===== src/logic/cpsr_pkg.sv =====
// constants and types for the status and bank-3 register block
package cpsr_pkg;

  // bus and register widths
  localparam int          WB_DW      = 32;
  localparam int          WB_AW      = 11;
  localparam int          REG_W      = 8;
  localparam int          IDX_W      = 9;

  // register indexes; byte address is four times the index
  localparam logic [8:0]  IDX_INDIRECT_PORT   = 9'h180;
  localparam logic [8:0]  IDX_OPTION_CONFIG   = 9'h181;
  localparam logic [8:0]  IDX_PC_LOW          = 9'h182;
  localparam logic [8:0]  IDX_ARITH_FLAGS     = 9'h183;
  localparam logic [8:0]  IDX_INDIRECT_PTR    = 9'h184;
  localparam logic [8:0]  IDX_PORT_B_DIR      = 9'h186;
  localparam logic [8:0]  IDX_PORT_F_DIR      = 9'h187;
  localparam logic [8:0]  IDX_PORT_G_DIR      = 9'h188;
  localparam logic [8:0]  IDX_PC_HIGH_LATCH   = 9'h18a;
  localparam logic [8:0]  IDX_INTERRUPT_CTRL  = 9'h18b;
  localparam logic [8:0]  IDX_PM_DATA_LOW     = 9'h18c;
  localparam logic [8:0]  IDX_PM_ADDR_LOW     = 9'h18d;
  localparam logic [8:0]  IDX_PM_DATA_HIGH    = 9'h18e;
  localparam logic [8:0]  IDX_PM_ADDR_HIGH    = 9'h18f;
  // status alias: same low seven index bits in every bank
  localparam logic [6:0]  STATUS_ALIAS_LOW    = 7'h03;
  localparam logic [4:0]  BANK3_BLOCK         = 5'h18;

  // status bit positions, plus option prescaler-select bit and low-nibble msb
  localparam int          BIT_IBS    = 7;
  localparam int          BIT_RP_HI  = 6;
  localparam int          BIT_RP_LO  = 5;
  localparam int          BIT_TO_N   = 4;
  localparam int          BIT_PWD_N  = 3;
  localparam int          BIT_Z      = 2;
  localparam int          BIT_DGC    = 1;
  localparam int          BIT_C      = 0;
  localparam int          BIT_PSEL   = 3;
  localparam int          NIB_MSB    = 3;

  // plain register reset values and writable masks, by low index nibble
  localparam logic [7:0]  PLAIN_RESET [16] = '{
    8'h00, 8'hff, 8'h00, 8'h00, 8'h00, 8'h00, 8'hff, 8'hff,
    8'hff, 8'h00, 8'h00, 8'h00, 8'h00, 8'h00, 8'h00, 8'h00};
  localparam logic [7:0]  PLAIN_MASK  [16] = '{
    8'h00, 8'hff, 8'hff, 8'h00, 8'hff, 8'h00, 8'hff, 8'hff,
    8'hff, 8'h00, 8'h1f, 8'hff, 8'hff, 8'hff, 8'h3f, 8'h1f};

  // ALU operations, one-hot
  typedef enum logic [7:0] {
    ALU_ADD   = 8'h01,
    ALU_SUB   = 8'h02,
    ALU_AND   = 8'h04,
    ALU_OR    = 8'h08,
    ALU_XOR   = 8'h10,
    ALU_ROTL  = 8'h20,
    ALU_ROTR  = 8'h40,
    ALU_CLEAR = 8'h80
  } cpsr_alu_op_t;

endpackage : cpsr_pkg


===== src/logic/cpsr_status_bank3.sv =====
// status register, bank-3 register map and flag-producing ALU
//
// Operation
// [RULE1] ALU op writing status keeps Z, DC, C from the ALU, not the result; here logic ops take DC and C, and rotates take Z and DC, from the result
// [RULE2] time-out and power-down flags ignore every instruction or bus write
// [RULE3] clearing status zeroes bank bits, sets Z, keeps other flags
// [RULE4] software should alter status only with bit, swap or move writes
// [RULE5] indirect bank bit 7 picks banks 2-3 when 1, banks 0-1 when 0
// [RULE6] direct bank bits 6:5 choose bank 0 to 3 for direct addressing
// [RULE7] time-out flag set by reset, watchdog clear, sleep; cleared by timeout
// [RULE8] power-down flag set by reset or watchdog clear; cleared by sleep
// [RULE9] zero flag set when affecting result is zero, else cleared
// [RULE10] digit carry is carry out of low nibble; inverted for subtract
// [RULE11] carry is carry out of result msb; zero means borrow on subtract
// [RULE12] subtract adds the two's complement of the second operand
// [RULE13] rotates load carry with the bit shifted out of the source
// [RULE14] status reachable at 03h, 83h, 103h and 183h, one register
// [RULE15] software assigns prescaler to watchdog for a 1:1 timer rate
// [RULE16] prescaler assign bit 3 routes prescaler to watchdog when 1
// [RULE17] unimplemented bank-3 locations ignore writes and read zero
// [RULE18] reset clears bank bits and sets time-out and power-down flags
//
// Design decision made here: register access over Wishbone.
module cpsr_status_bank3
  import cpsr_pkg::*;
(
  // clock and reset
  input  wire logic               sys_clk,
  input  wire logic               rst_b,
  // wishbone slave
  input  wire logic               wb_cyc_i,
  input  wire logic               wb_stb_i,
  input  wire logic               wb_we_i,
  input  wire logic [WB_AW-1:0]   wb_adr_i,
  input  wire logic [3:0]         wb_sel_i,
  input  wire logic [WB_DW-1:0]   wb_dat_i,
  output logic      [WB_DW-1:0]   wb_dat_o,
  output logic                    wb_ack_o,
  // instruction execution side
  input  wire logic               aluValid,
  input  wire cpsr_alu_op_t       aluOp,
  input  wire logic [REG_W-1:0]   aluOperandA,
  input  wire logic [REG_W-1:0]   aluOperandB,
  input  wire logic               aluDestStatus,
  output logic      [REG_W-1:0]   aluResult,
  output logic                    aluResultValid,
  // hardware reset-status events
  input  wire logic               watchdogClearInstr,
  input  wire logic               sleepInstr,
  input  wire logic               watchdogTimeout,
  // state to the core
  output logic                    indirectBankSelect,
  output logic      [1:0]         directBankSelect,
  output logic      [IDX_W-1:0]   indirectAddress,
  output logic                    timeoutFlagN,
  output logic                    powerdownFlagN,
  output logic                    zeroFlag,
  output logic                    digitCarryFlag,
  output logic                    carryFlag,
  output logic                    prescalerToWatchdog
);

  ////////////////////////////////////////////////////////////////////////////
  // decode helpers

  function automatic logic isStatus(input logic [IDX_W-1:0] idx);
    isStatus = (idx[6:0] == STATUS_ALIAS_LOW);
  endfunction : isStatus

  function automatic logic isPlain(input logic [IDX_W-1:0] idx);
    isPlain = (idx[8:4] == BANK3_BLOCK) && (PLAIN_MASK[idx[3:0]] != 8'h00);
  endfunction : isPlain

  ////////////////////////////////////////////////////////////////////////////
  // wishbone slave

  logic              wbAck_q;
  logic [WB_DW-1:0]  wbDat_q;
  logic [IDX_W-1:0]  wbIdx;
  logic              wbReq;
  logic              wbWrite;
  logic [REG_W-1:0]  wbByte;
  logic [REG_W-1:0]  statusWord;
  logic [REG_W-1:0]  readByte;
  logic [REG_W-1:0]  plain_q [16];

  assign wbIdx   = wb_adr_i[WB_AW-1:2];
  assign wbReq   = wb_cyc_i && wb_stb_i;
  // write lands on the same edge the master sees ack
  assign wbWrite = wbReq && wb_we_i && wbAck_q && wb_sel_i[0];
  assign wbByte  = wb_dat_i[REG_W-1:0];

  always_comb begin
    // [RULE14] every alias reads one register
    if (isStatus(wbIdx)) begin
      readByte = statusWord;
    end else if (isPlain(wbIdx)) begin
      readByte = plain_q[wbIdx[3:0]] & PLAIN_MASK[wbIdx[3:0]];
    end else begin
      // [RULE17] holes read zero
      readByte = 8'h00;
    end
  end

  always_ff @(posedge sys_clk) begin
    if (!rst_b) begin
      wbAck_q <= 1'b0;
    end else begin
      wbAck_q <= wbReq && !wbAck_q;
    end
  end

  always_ff @(posedge sys_clk) begin
    if (!rst_b) begin
      wbDat_q <= '0;
    end else if (wbReq && !wbAck_q) begin
      wbDat_q <= {{(WB_DW-REG_W){1'b0}}, readByte};
    end
  end

  assign wb_ack_o = wbAck_q;
  assign wb_dat_o = wbDat_q;

  ////////////////////////////////////////////////////////////////////////////
  // plain registers; indirect port holds nothing so it reads zero

  for (genvar i = 0; i < 16; i++) begin : g_plain
    always_ff @(posedge sys_clk) begin
      if (!rst_b) begin
        plain_q[i] <= PLAIN_RESET[i];
      end else if (wbWrite && isPlain(wbIdx) && (wbIdx[3:0] == 4'(i))) begin
        // [RULE17] only implemented bits store
        plain_q[i] <= wbByte & PLAIN_MASK[i];
      end
    end
  end

  // [RULE16] prescaler routing
  assign prescalerToWatchdog = plain_q[IDX_OPTION_CONFIG[3:0]][BIT_PSEL];

  ////////////////////////////////////////////////////////////////////////////
  // ALU

  logic              isAdd;
  logic              isSub;
  logic              isLogic;
  logic              isRot;
  logic              isClear;
  logic [REG_W-1:0]  addend;
  logic [REG_W:0]    sumFull;
  logic [4:0]        sumNib;
  logic [REG_W-1:0]  res;
  logic              resCarry;
  logic              resZero;

  assign isAdd   = aluOp == ALU_ADD;
  assign isSub   = aluOp == ALU_SUB;
  assign isLogic = (aluOp == ALU_AND) || (aluOp == ALU_OR) || (aluOp == ALU_XOR);
  assign isRot   = (aluOp == ALU_ROTL) || (aluOp == ALU_ROTR);
  assign isClear = aluOp == ALU_CLEAR;

  // [RULE12] subtract via two's complement add
  assign addend  = isSub ? ~aluOperandB : aluOperandB;
  assign sumFull = {1'b0, aluOperandA} + {1'b0, addend} + {{REG_W{1'b0}}, isSub};
  assign sumNib  = {1'b0, aluOperandA[NIB_MSB:0]} + {1'b0, addend[NIB_MSB:0]} + {4'h0, isSub};

  always_comb begin
    res      = 8'h00;
    resCarry = carryFlag;
    case (aluOp)
      ALU_ADD, ALU_SUB: begin
        res      = sumFull[REG_W-1:0];
        resCarry = sumFull[REG_W];
      end
      ALU_AND: res = aluOperandA & aluOperandB;
      ALU_OR:  res = aluOperandA | aluOperandB;
      ALU_XOR: res = aluOperandA ^ aluOperandB;
      // [RULE13] carry takes the bit shifted out
      ALU_ROTL: begin
        res      = {aluOperandA[REG_W-2:0], carryFlag};
        resCarry = aluOperandA[REG_W-1];
      end
      ALU_ROTR: begin
        res      = {carryFlag, aluOperandA[REG_W-1:1]};
        resCarry = aluOperandA[0];
      end
      ALU_CLEAR: res = 8'h00;
      default:   res = 8'h00;
    endcase
  end

  assign resZero = (res == 8'h00);

  always_ff @(posedge sys_clk) begin
    if (!rst_b) begin
      aluResult      <= 8'h00;
      aluResultValid <= 1'b0;
    end else begin
      aluResult      <= res;
      aluResultValid <= aluValid;
    end
  end

  ////////////////////////////////////////////////////////////////////////////
  // status register

  logic        ibs_q;
  logic [1:0]  rp_q;
  logic        toN_q;
  logic        pwdN_q;
  logic        z_q;
  logic        dgc_q;
  logic        c_q;
  logic        aluToStatus;
  logic        busToStatus;

  assign aluToStatus = aluValid && aluDestStatus;
  // a bus write colliding with an ALU flag update loses the flag bits
  assign busToStatus = wbWrite && isStatus(wbIdx);

  always_ff @(posedge sys_clk) begin
    if (!rst_b) begin
      // [RULE18] bank bits cleared at reset
      ibs_q <= 1'b0;
      rp_q  <= 2'b00;
    end else if (aluToStatus) begin
      // [RULE3] clear lands here as zero bank bits
      ibs_q <= res[BIT_IBS];
      rp_q  <= res[BIT_RP_HI:BIT_RP_LO];
    end else if (busToStatus) begin
      ibs_q <= wbByte[BIT_IBS];
      rp_q  <= wbByte[BIT_RP_HI:BIT_RP_LO];
    end
  end

  // [RULE2] no write path; only reset and hardware events
  always_ff @(posedge sys_clk) begin
    if (!rst_b) begin
      toN_q <= 1'b1;
    end else if (watchdogTimeout) begin
      // [RULE7] timeout wins a same-cycle clear
      toN_q <= 1'b0;
    end else if (watchdogClearInstr || sleepInstr) begin
      toN_q <= 1'b1;
    end
  end

  always_ff @(posedge sys_clk) begin
    if (!rst_b) begin
      pwdN_q <= 1'b1;
    end else if (sleepInstr) begin
      // [RULE8] sleep clears, watchdog clear sets
      pwdN_q <= 1'b0;
    end else if (watchdogClearInstr) begin
      pwdN_q <= 1'b1;
    end
  end

  always_ff @(posedge sys_clk) begin
    if (!rst_b) begin
      z_q <= 1'b0;
    end else if (aluValid && (isAdd || isSub || isLogic || isClear)) begin
      // [RULE9] zero from the result; [RULE1] not from the write
      z_q <= resZero;
    end else if (aluToStatus) begin
      z_q <= res[BIT_Z];
    end else if (busToStatus) begin
      z_q <= wbByte[BIT_Z];
    end
  end

  always_ff @(posedge sys_clk) begin
    if (!rst_b) begin
      dgc_q <= 1'b0;
    end else if (aluValid && (isAdd || isSub)) begin
      // [RULE10] nibble carry, borrow inverted by the add form
      dgc_q <= sumNib[NIB_MSB+1];
    end else if (aluToStatus && !isClear) begin
      dgc_q <= res[BIT_DGC];
    end else if (busToStatus) begin
      dgc_q <= wbByte[BIT_DGC];
    end
  end

  always_ff @(posedge sys_clk) begin
    if (!rst_b) begin
      c_q <= 1'b0;
    end else if (aluValid && (isAdd || isSub || isRot)) begin
      // [RULE11] msb carry; [RULE1] flag beats destination write
      c_q <= resCarry;
    end else if (aluToStatus && !isClear) begin
      c_q <= res[BIT_C];
    end else if (busToStatus) begin
      c_q <= wbByte[BIT_C];
    end
  end

  assign statusWord         = {ibs_q, rp_q, toN_q, pwdN_q, z_q, dgc_q, c_q};
  // [RULE5] indirect upper half when set
  assign indirectBankSelect = ibs_q;
  assign indirectAddress    = {ibs_q, plain_q[IDX_INDIRECT_PTR[3:0]]};
  // [RULE6] direct bank select
  assign directBankSelect   = rp_q;
  assign timeoutFlagN       = toN_q;
  assign powerdownFlagN     = pwdN_q;
  assign zeroFlag           = z_q;
  assign digitCarryFlag     = dgc_q;
  assign carryFlag          = c_q;
endmodule : cpsr_status_bank3


===== config.mk =====
export PLATFORM = sky130hd
export DESIGN_NAME = cpsr_status_bank3
export DESIGN_NICKNAME = d
export VERILOG_FILES = /design/src/logic/cpsr_pkg.sv /design/src/logic/cpsr_status_bank3.sv
export SDC_FILE = /design/constraint.sdc
export NUM_CORES = 1
export LEC_CHECK = 0
export BUFFER_PORTS_ARGS = -buffer_cell sky130_fd_sc_hd__buf_4
export CAP_MARGIN = 20
export CORE_ASPECT_RATIO = 0.75
export CORE_MARGIN = 2
export CORE_UTILIZATION = 45
export DETAILED_ROUTE_END_ITERATION = 8
export HOLD_SLACK_MARGIN = 0.12
export PLACE_DENSITY = 0.65
export SLEW_MARGIN = 20
export SYNTH_ARGS = -nofsm -noshare
export SYNTH_HDL_FRONTEND = slang
export SYNTH_SLANG_ARGS = --single-unit

===== constraint.sdc =====
create_clock -name sys_clk -period 6 [get_ports sys_clk]
set_input_delay 1.2 -clock sys_clk [delete_from_list [all_inputs] [get_ports sys_clk]]
set_output_delay 1.2 -clock sys_clk [all_outputs]
set_load 0.005 [all_outputs]

## Yosys cells after proc, flatten, opt, wreduce, memory -nomap -nowiden

Memory sizes are Yosys's and may differ from the RTL's.
Index checks and enable logic that the tools add are counted.

- RAM bits: 128
- Memories kept: 2
- Output and inout bits: 60
- Input bits: 81
- Bits in registers: 26
- Word-level logic and storage cells: 205
- ROM bits: 128

- Bitwise logic cells: 22
- Reduce and logical (&&, ||, !) cells: 50
- $lt $le $gt $ge: 1
- Add/sub/neg operators: 4
- Muxes and demuxes: 89
- Equality and inequality tests: 26

Memories:

| name | depth | width | read ports | clocked after Yosys merged registers in | write ports | RTL line | text |
|---|---|---|---|---|---|---|---|
| (name not given) | 16 | 8 | 1 | 0 | 0 | cpsr_status_bank3.sv:71 | `isPlain = (idx[8:4] == BANK3_BLOCK) && (PLAIN_MASK[idx[3:0]] != 8'h00);` |
| plain_q | 16 | 8 | 3 | 0 | 16 | cpsr_status_bank3.sv:85 | `logic [REG_W-1:0] plain_q [16];` |

Operators with widths:

| kind | count |
|---|---|
| 8-bit 2-to-1 mux | 21 |
| 1-bit 2-to-1 mux | 64 |
| 8-bit one-hot mux with 6 select lines | 1 |
| 4-bit == test (second input constant) | 8 |
| 1-bit logical AND | 29 |
| 8-bit bitwise AND | 2 |
| 4-bit by 3-bit == test with 1-bit output (second input constant) | 4 |
| 1-bit OR | 16 |
| 8-bit by 8-bit adder with 9-bit output | 1 |
| 9-bit by 1-bit adder with 9-bit output | 1 |
| 3-bit nonzero test | 3 |
| 4-bit by 2-bit == test with 1-bit output (second input constant) | 2 |
| 8-bit by 1-bit == test with 1-bit output (second input constant) | 1 |
| 8-bit by 2-bit == test with 1-bit output (second input constant) | 1 |
| 8-bit by 3-bit == test with 1-bit output (second input constant) | 1 |
| 8-bit by 4-bit == test with 1-bit output (second input constant) | 1 |
| 8-bit by 5-bit == test with 1-bit output (second input constant) | 1 |
| 8-bit by 6-bit == test with 1-bit output (second input constant) | 1 |
| 8-bit by 7-bit == test with 1-bit output (second input constant) | 1 |
| 8-bit == test (second input constant) | 1 |
| 8-bit zero test | 1 |
| 1-bit logical OR | 8 |
| 8-bit NOT | 1 |
| 8-bit OR | 1 |
| other kinds (17) | 21 |

## Depth between registers and ports, before layout

- Word-level depth: 12
- Depth in mapped cells: 12
- Mapped depth without buffers: 11

## Least setup slack after synthesis

No wires, ideal clock.

- Kind: input port to flip-flop
- Start point: input port wb_adr_i[2]
- End point: memory plain_q[2][0], enable pin
- Required time: 5,616 ps
- Buffers on the path: 4
- Cell stages on the path: 11
- Slack: 1,714 ps
- Arrival: 3,902 ps
- Cell sequence: clkbuf_1 > buf_2 > clkbuf_1 > inv_1 > ha_1 > a21oi_1 > nor2b_1 > nor4_2 > nand2_1 > clkbuf_1 > o21ai_0

RTL lines:

| what | RTL line | text |
|---|---|---|
| start, declared | cpsr_status_bank3.sv:34 | `input wire logic [WB_AW-1:0] wb_adr_i,` |
| end, declared | cpsr_status_bank3.sv:85 |  |

## Worst setup path in the final report

- Start point: input port aluOp[5]
- End point: register z_q, in the netlist zeroFlag

- Word-level cells in the longest chain between the ends: 7
- Elaborated cells between the ends (all ways): 23

Ends and longest elaborated chain:

| what | RTL line | text |
|---|---|---|
| start, declared | cpsr_status_bank3.sv:41 | `input wire cpsr_alu_op_t aluOp,` |
| 8-bit by 2-bit == test with 1-bit output (tied with other cells) | cpsr_status_bank3.sv:157, cpsr_status_bank3.sv:170 |  |
| 8-bit 2-to-1 mux or 1-bit logical OR (tied branches) | cpsr_status_bank3.sv:163, cpsr_status_bank3.sv:158 |  |
| 8-bit by 8-bit adder with 9-bit output or 1-bit logical OR (tied branches) | cpsr_status_bank3.sv:164, cpsr_status_bank3.sv:158 |  |
| 9-bit by 1-bit adder with 9-bit output or 1-bit logical OR (tied branches) | cpsr_status_bank3.sv:164, cpsr_status_bank3.sv:262 |  |
| 8-bit one-hot mux with 6 select lines or 1-bit logical OR (tied branches) | cpsr_status_bank3.sv:170, cpsr_status_bank3.sv:262 |  |
| 8-bit zero test (tied with other cells) | cpsr_status_bank3.sv:192 | `assign resZero = (res == 8'h00);` |
| 1-bit 2-to-1 mux or 3-bit nonzero test (tied branches) | - |  |
| end signal, assigned | cpsr_status_bank3.sv:264 | `z_q <= resZero;` |
| end signal, assigned | cpsr_status_bank3.sv:266 | `z_q <= res[BIT_Z];` |
| end signal, assigned | cpsr_status_bank3.sv:268 | `z_q <= wbByte[BIT_Z];` |
| end, declared | cpsr_status_bank3.sv:211 | `logic z_q;` |

Several ways; a longest one is shown, not always the timed one.
A chain may end at the register's enable or synchronous reset.

==> load_flow_metrics.sql <==
INSERT INTO impl_metrics (metric_group, metric, value, unit) VALUES
('critical_path', 'cp_data_required_time', '6310', 'ps'),
('critical_path', 'crit_top_cell', 'sky130_fd_sc_hd__xnor2_1', ''),
('detailed_routing', 'dr_total_vias', '5254', ''),
('sta', 'finalSetupTns', '0', 'ps'),
('sta', 'skew', '4.488', 'ps'),
('critical_path', 'crit_slowest_cell', 'sky130_fd_sc_hd__nand3_1', ''),
('logic_synthesis', 'mappedNetlistArea', '6566', 'µm²'),
('sta', 'grt_setup_unrepaired', 'false', ''),
('detailed_routing', 'drc', '0', ''),
('detailed_routing', 'drt-initial-drc-count', '565', ''),
('clock_tree', 'cts.htree.levels', '4', ''),
('clock_tree', 'postCtsSetupRepairBufs', '0', ''),
('clock_tree', 'cts_root_buffer', 'sky130_fd_sc_hd__clkbuf_16', ''),
('power_and_ir_drop', 'vdd.ir_drop.worst', '0.2063', 'mV'),
('power_and_ir_drop', 'switching_power', '0.5193', 'mW'),
('worst_hold_path', 'depth_of_the_worst_hold_timing_path', '1', ''),
('logic_synthesis', 'synth_top_flop_cell', 'sky130_fd_sc_hd__edfxtp_1', ''),
('logic_synthesis', 'synth-async-reset-ratio', '0', '%'),
('critical_path', 'r2r_cells', '4', ''),
('critical_path', 'worst_ep_arrival_time', '4900', 'ps'),
('critical_path', 'worst_r2r_endpoint', 'plain_q[7][6]', ''),
('die', 'floorplan.rows', '38', ''),
('placed_design', 'gp_congestion', '0.9120', ''),
('sta', 'finalSetupViolCount', '0', ''),
('logic_synthesis', 'share_of_synthesized_area_occupied_by_flip_flops_and_latches', '48.17', '%'),
('power_and_ir_drop', 'reg_power_share', '43.0', '%'),
('clock_tree', 'insertion_delay', '420', 'ps'),
('critical_path', 'crit_path_start', 'aluOp[5]', ''),
('die', 'chipHeight', '108.6', 'µm'),
('power_and_ir_drop', 'power.share.clock', '46.1', '%'),
('logic_synthesis', 'synth_cells', '634', ''),
('die', 'die_area', '15580', 'µm²'),
('critical_path', 'critical_path_peak_fanout', '8', ''),
('worst_hold_path', 'hold-path-endpoint', 'wb_ack_o', ''),
('clock_tree', 'cts_buffers', '17', ''),
('logic_synthesis', 'synth.distinct_cells', '59', ''),
('layout', 'mostFrequentLayoutCells', 'sky130_fd_sc_hd__buf_4, sky130_fd_sc_hd__edfxtp_1, sky130_fd_sc_hd__and2_1', ''),
('clock_tree', 'cts_hold_repair.buffers', '0', ''),
('critical_path', 'setup_crit_start_kind', 'input pin', ''),
('detailed_routing', 'finalWirelength', '18180', 'µm'),
('clock_tree', 'clk_pin_slew', '60', 'ps'),
('die', 'core-area', '14360', 'µm²'),
('worst_hold_path', 'worstHoldPathType', 'reg2reg', ''),
('job', 'max-cap-violations', '0', ''),
('grt', 'global_route_wire_length_before_repair', '27790', 'µm'),
('outcome', 'status', 'finished, final reports clean', ''),
('power_and_ir_drop', 'power.density', '261.1', 'nW/µm²'),
('logic_synthesis', 'number_of_enable_flip_flop_cells_after_synthesis', '88', ''),
('placed_design', 'portBuffers', '87', ''),
('die', 'floorplan.die.width', '143.5', 'µm'),
('clock_tree', 'tritoncts', 'built', ''),
('detailed_routing', 'drt-vias-per-instance', '5.711', ''),
('layout', 'final_common_cell', 'sky130_fd_sc_hd__buf_4', ''),
('sta', 'timing.final.hold_violations', '0', ''),
('detailed_routing', 'drt.antenna.violating_nets', '0', ''),
('layout', 'drive_gt1_share', '19.31', '%'),
('grt', 'groute.usage.overall', '24.19', '%'),
('placed_design', 'hpwlAfterDp', '12760', 'µm'),
('grt', 'number_of_global_route_vias_before_repair', '4989', ''),
('power_and_ir_drop', 'sw_frac_of_total', '25.45', '%'),
('detailed_routing', 'drt_first_pass_iters', '5', ''),
('sta', 'max_slew_margin', '24.15', '%'),
('worst_hold_path', 'hold_path.startpoint', 'wb_ack_o', ''),
('critical_path', 'critPathTopFamily', 'compound AO/OA/AOI/OAI gates', ''),
('die', 'initial_core_util', '45.73', '%'),
('critical_path', 'type_of_the_worst_setup_path', 'in2reg', ''),
('layout', 'layoutNonFillerInstCount', '920', ''),
('critical_path', 'slowest_delay', '510', 'ps'),
('sta', 'period_share', '76.43', '%'),
('clock_tree', 'cts_sinks', '114', ''),
('critical_path', 'cp_endpoint_kind', 'flip-flop', '');
==> cells in the mapped netlist, types with 3 or more instances <==
master | number | area share, %
sky130_fd_sc_hd__a211oi_1 | 5 | 0.57
sky130_fd_sc_hd__a21oi_1 | 9 | 0.69
sky130_fd_sc_hd__a221oi_1 | 8 | 1.1
sky130_fd_sc_hd__a22oi_1 | 22 | 2.5
sky130_fd_sc_hd__a31oi_1 | 4 | 0.38
sky130_fd_sc_hd__and2_1 | 62 | 5.9
sky130_fd_sc_hd__and3_1 | 5 | 0.48
sky130_fd_sc_hd__buf_2 | 3 | 0.23
sky130_fd_sc_hd__buf_4 | 25 | 2.9
sky130_fd_sc_hd__clkbuf_1 | 32 | 1.8
sky130_fd_sc_hd__dfxtp_1 | 26 | 7.9
sky130_fd_sc_hd__edfxtp_1 | 88 | 40
sky130_fd_sc_hd__ha_1 | 28 | 5.3
sky130_fd_sc_hd__inv_1 | 20 | 1.1
sky130_fd_sc_hd__mux2i_1 | 25 | 3.8
sky130_fd_sc_hd__mux4_2 | 5 | 1.7
sky130_fd_sc_hd__nand2_1 | 43 | 2.5
sky130_fd_sc_hd__nand2b_1 | 8 | 0.76
sky130_fd_sc_hd__nand3_1 | 13 | 0.99
sky130_fd_sc_hd__nor2_1 | 43 | 2.5
sky130_fd_sc_hd__nor2b_1 | 8 | 0.76
sky130_fd_sc_hd__nor3_1 | 6 | 0.46
sky130_fd_sc_hd__nor4_1 | 3 | 0.29
sky130_fd_sc_hd__o211ai_1 | 8 | 0.91
sky130_fd_sc_hd__o21ai_0 | 48 | 3.7
sky130_fd_sc_hd__o22ai_1 | 4 | 0.38
sky130_fd_sc_hd__or3_1 | 33 | 3.1
sky130_fd_sc_hd__xnor2_1 | 10 | 1.3
sky130_fd_sc_hd__xor2_1 | 4 | 0.53
==> layout make-up <==
cell class | count | area (µm²) | share of cell area (%)
clock buffer | 18 | 429.2 | 5.491
multi-input combinational | 460 | 3080 | 39.41
tap | 200 | 250.2 | 3.202
inverter | 21 | 78.83 | 1.008
timing repair buffer | 93 | 698.2 | 8.932
clock inverter | 14 | 116.4 | 1.489
sequential | 114 | 3163 | 40.47
==> per-stage QoR <==
step                      cell area (µm²)  hold WS (ps)  utilization [%]  power, mW  setup WS (ps)
final                                7816         487.6            54.44      2.040           1414
after global routing                 7816         518.7            54.44      2.109           1080
after CTS                            7816         492.1            54.44      2.047           1457
after detailed placement             7271         483.1            50.64      1.112           1022
after global placement               7271         467.5            50.64      1.104           1168
after floorplan                      6653         471.4                -      1.023           1714
==> flip-flops by register name, indices dropped and copies added (netlist names) <==
| signal | cells |
|---|---|
| indirectBankSelect | 1 |
| directBankSelect | 2 |
| digitCarryFlag | 1 |
| aluResultValid | 1 |
| carryFlag | 1 |
| powerdownFlagN | 1 |
| plain_q | 88 |
| wb_dat_o | 8 |
| zeroFlag | 1 |
| timeoutFlagN | 1 |
| wb_ack_o | 1 |
| aluResult | 8 |
==> worst max path at each step <==
| stage | end | slack, ps | depth (start not counted) |
|---|---|---|---|
| floorplan | plain_q[2][0] | 1710 | 11 |
| global placement | zeroFlag | 1170 | 12 |
| detailed placement | zeroFlag | 1020 | 12 |
| CTS | zeroFlag | 1460 | 12 |
| global route | directBankSelect[0] | 1080 | 12 |
| finish | zeroFlag | 1410 | 12 |
==> layer usage <==
metal / track usage (%) / up-vias / part of all wire, %
met5: 0 / - / 0
met4: 7.983 / 0 / 1.8
met3: 6.236 / 32 / 8.7
met2: 35.27 / 254 / 43
met1: 35.19 / 2566 / 47
li1: - / 2402 / -
==> power by group through the flow <==
stage	Sequential (mW)	Clock (mW)	Combinational (mW)
after floorplan	0.891	0	0.132
after global placement	0.892	0	0.212
after detailed placement	0.893	0	0.218
after CTS	0.877	0.950	0.219
after global routing	0.879	0.988	0.242
final	0.877	0.941	0.222
==> cell families after synthesis <==
family	count (synthesis)	synth area share [%]
flops	114	48.17
xor+xnor	14	1.867
mux	32	5.869
fa+ha+maj	29	5.640
simple gates	234	19.32
buf+inv	83	6.231
compound gates	127	12.84
other cells	1	0.05711
==> worst register-to-register path, delay by kind of cell (launching register included) <==
family / cells / cell delay [ps]
simple gates: 3 / 1050
flops: 1 / 370
compound gates: 1 / 1010
Note: power is estimated with default switching activity, not from simulation.
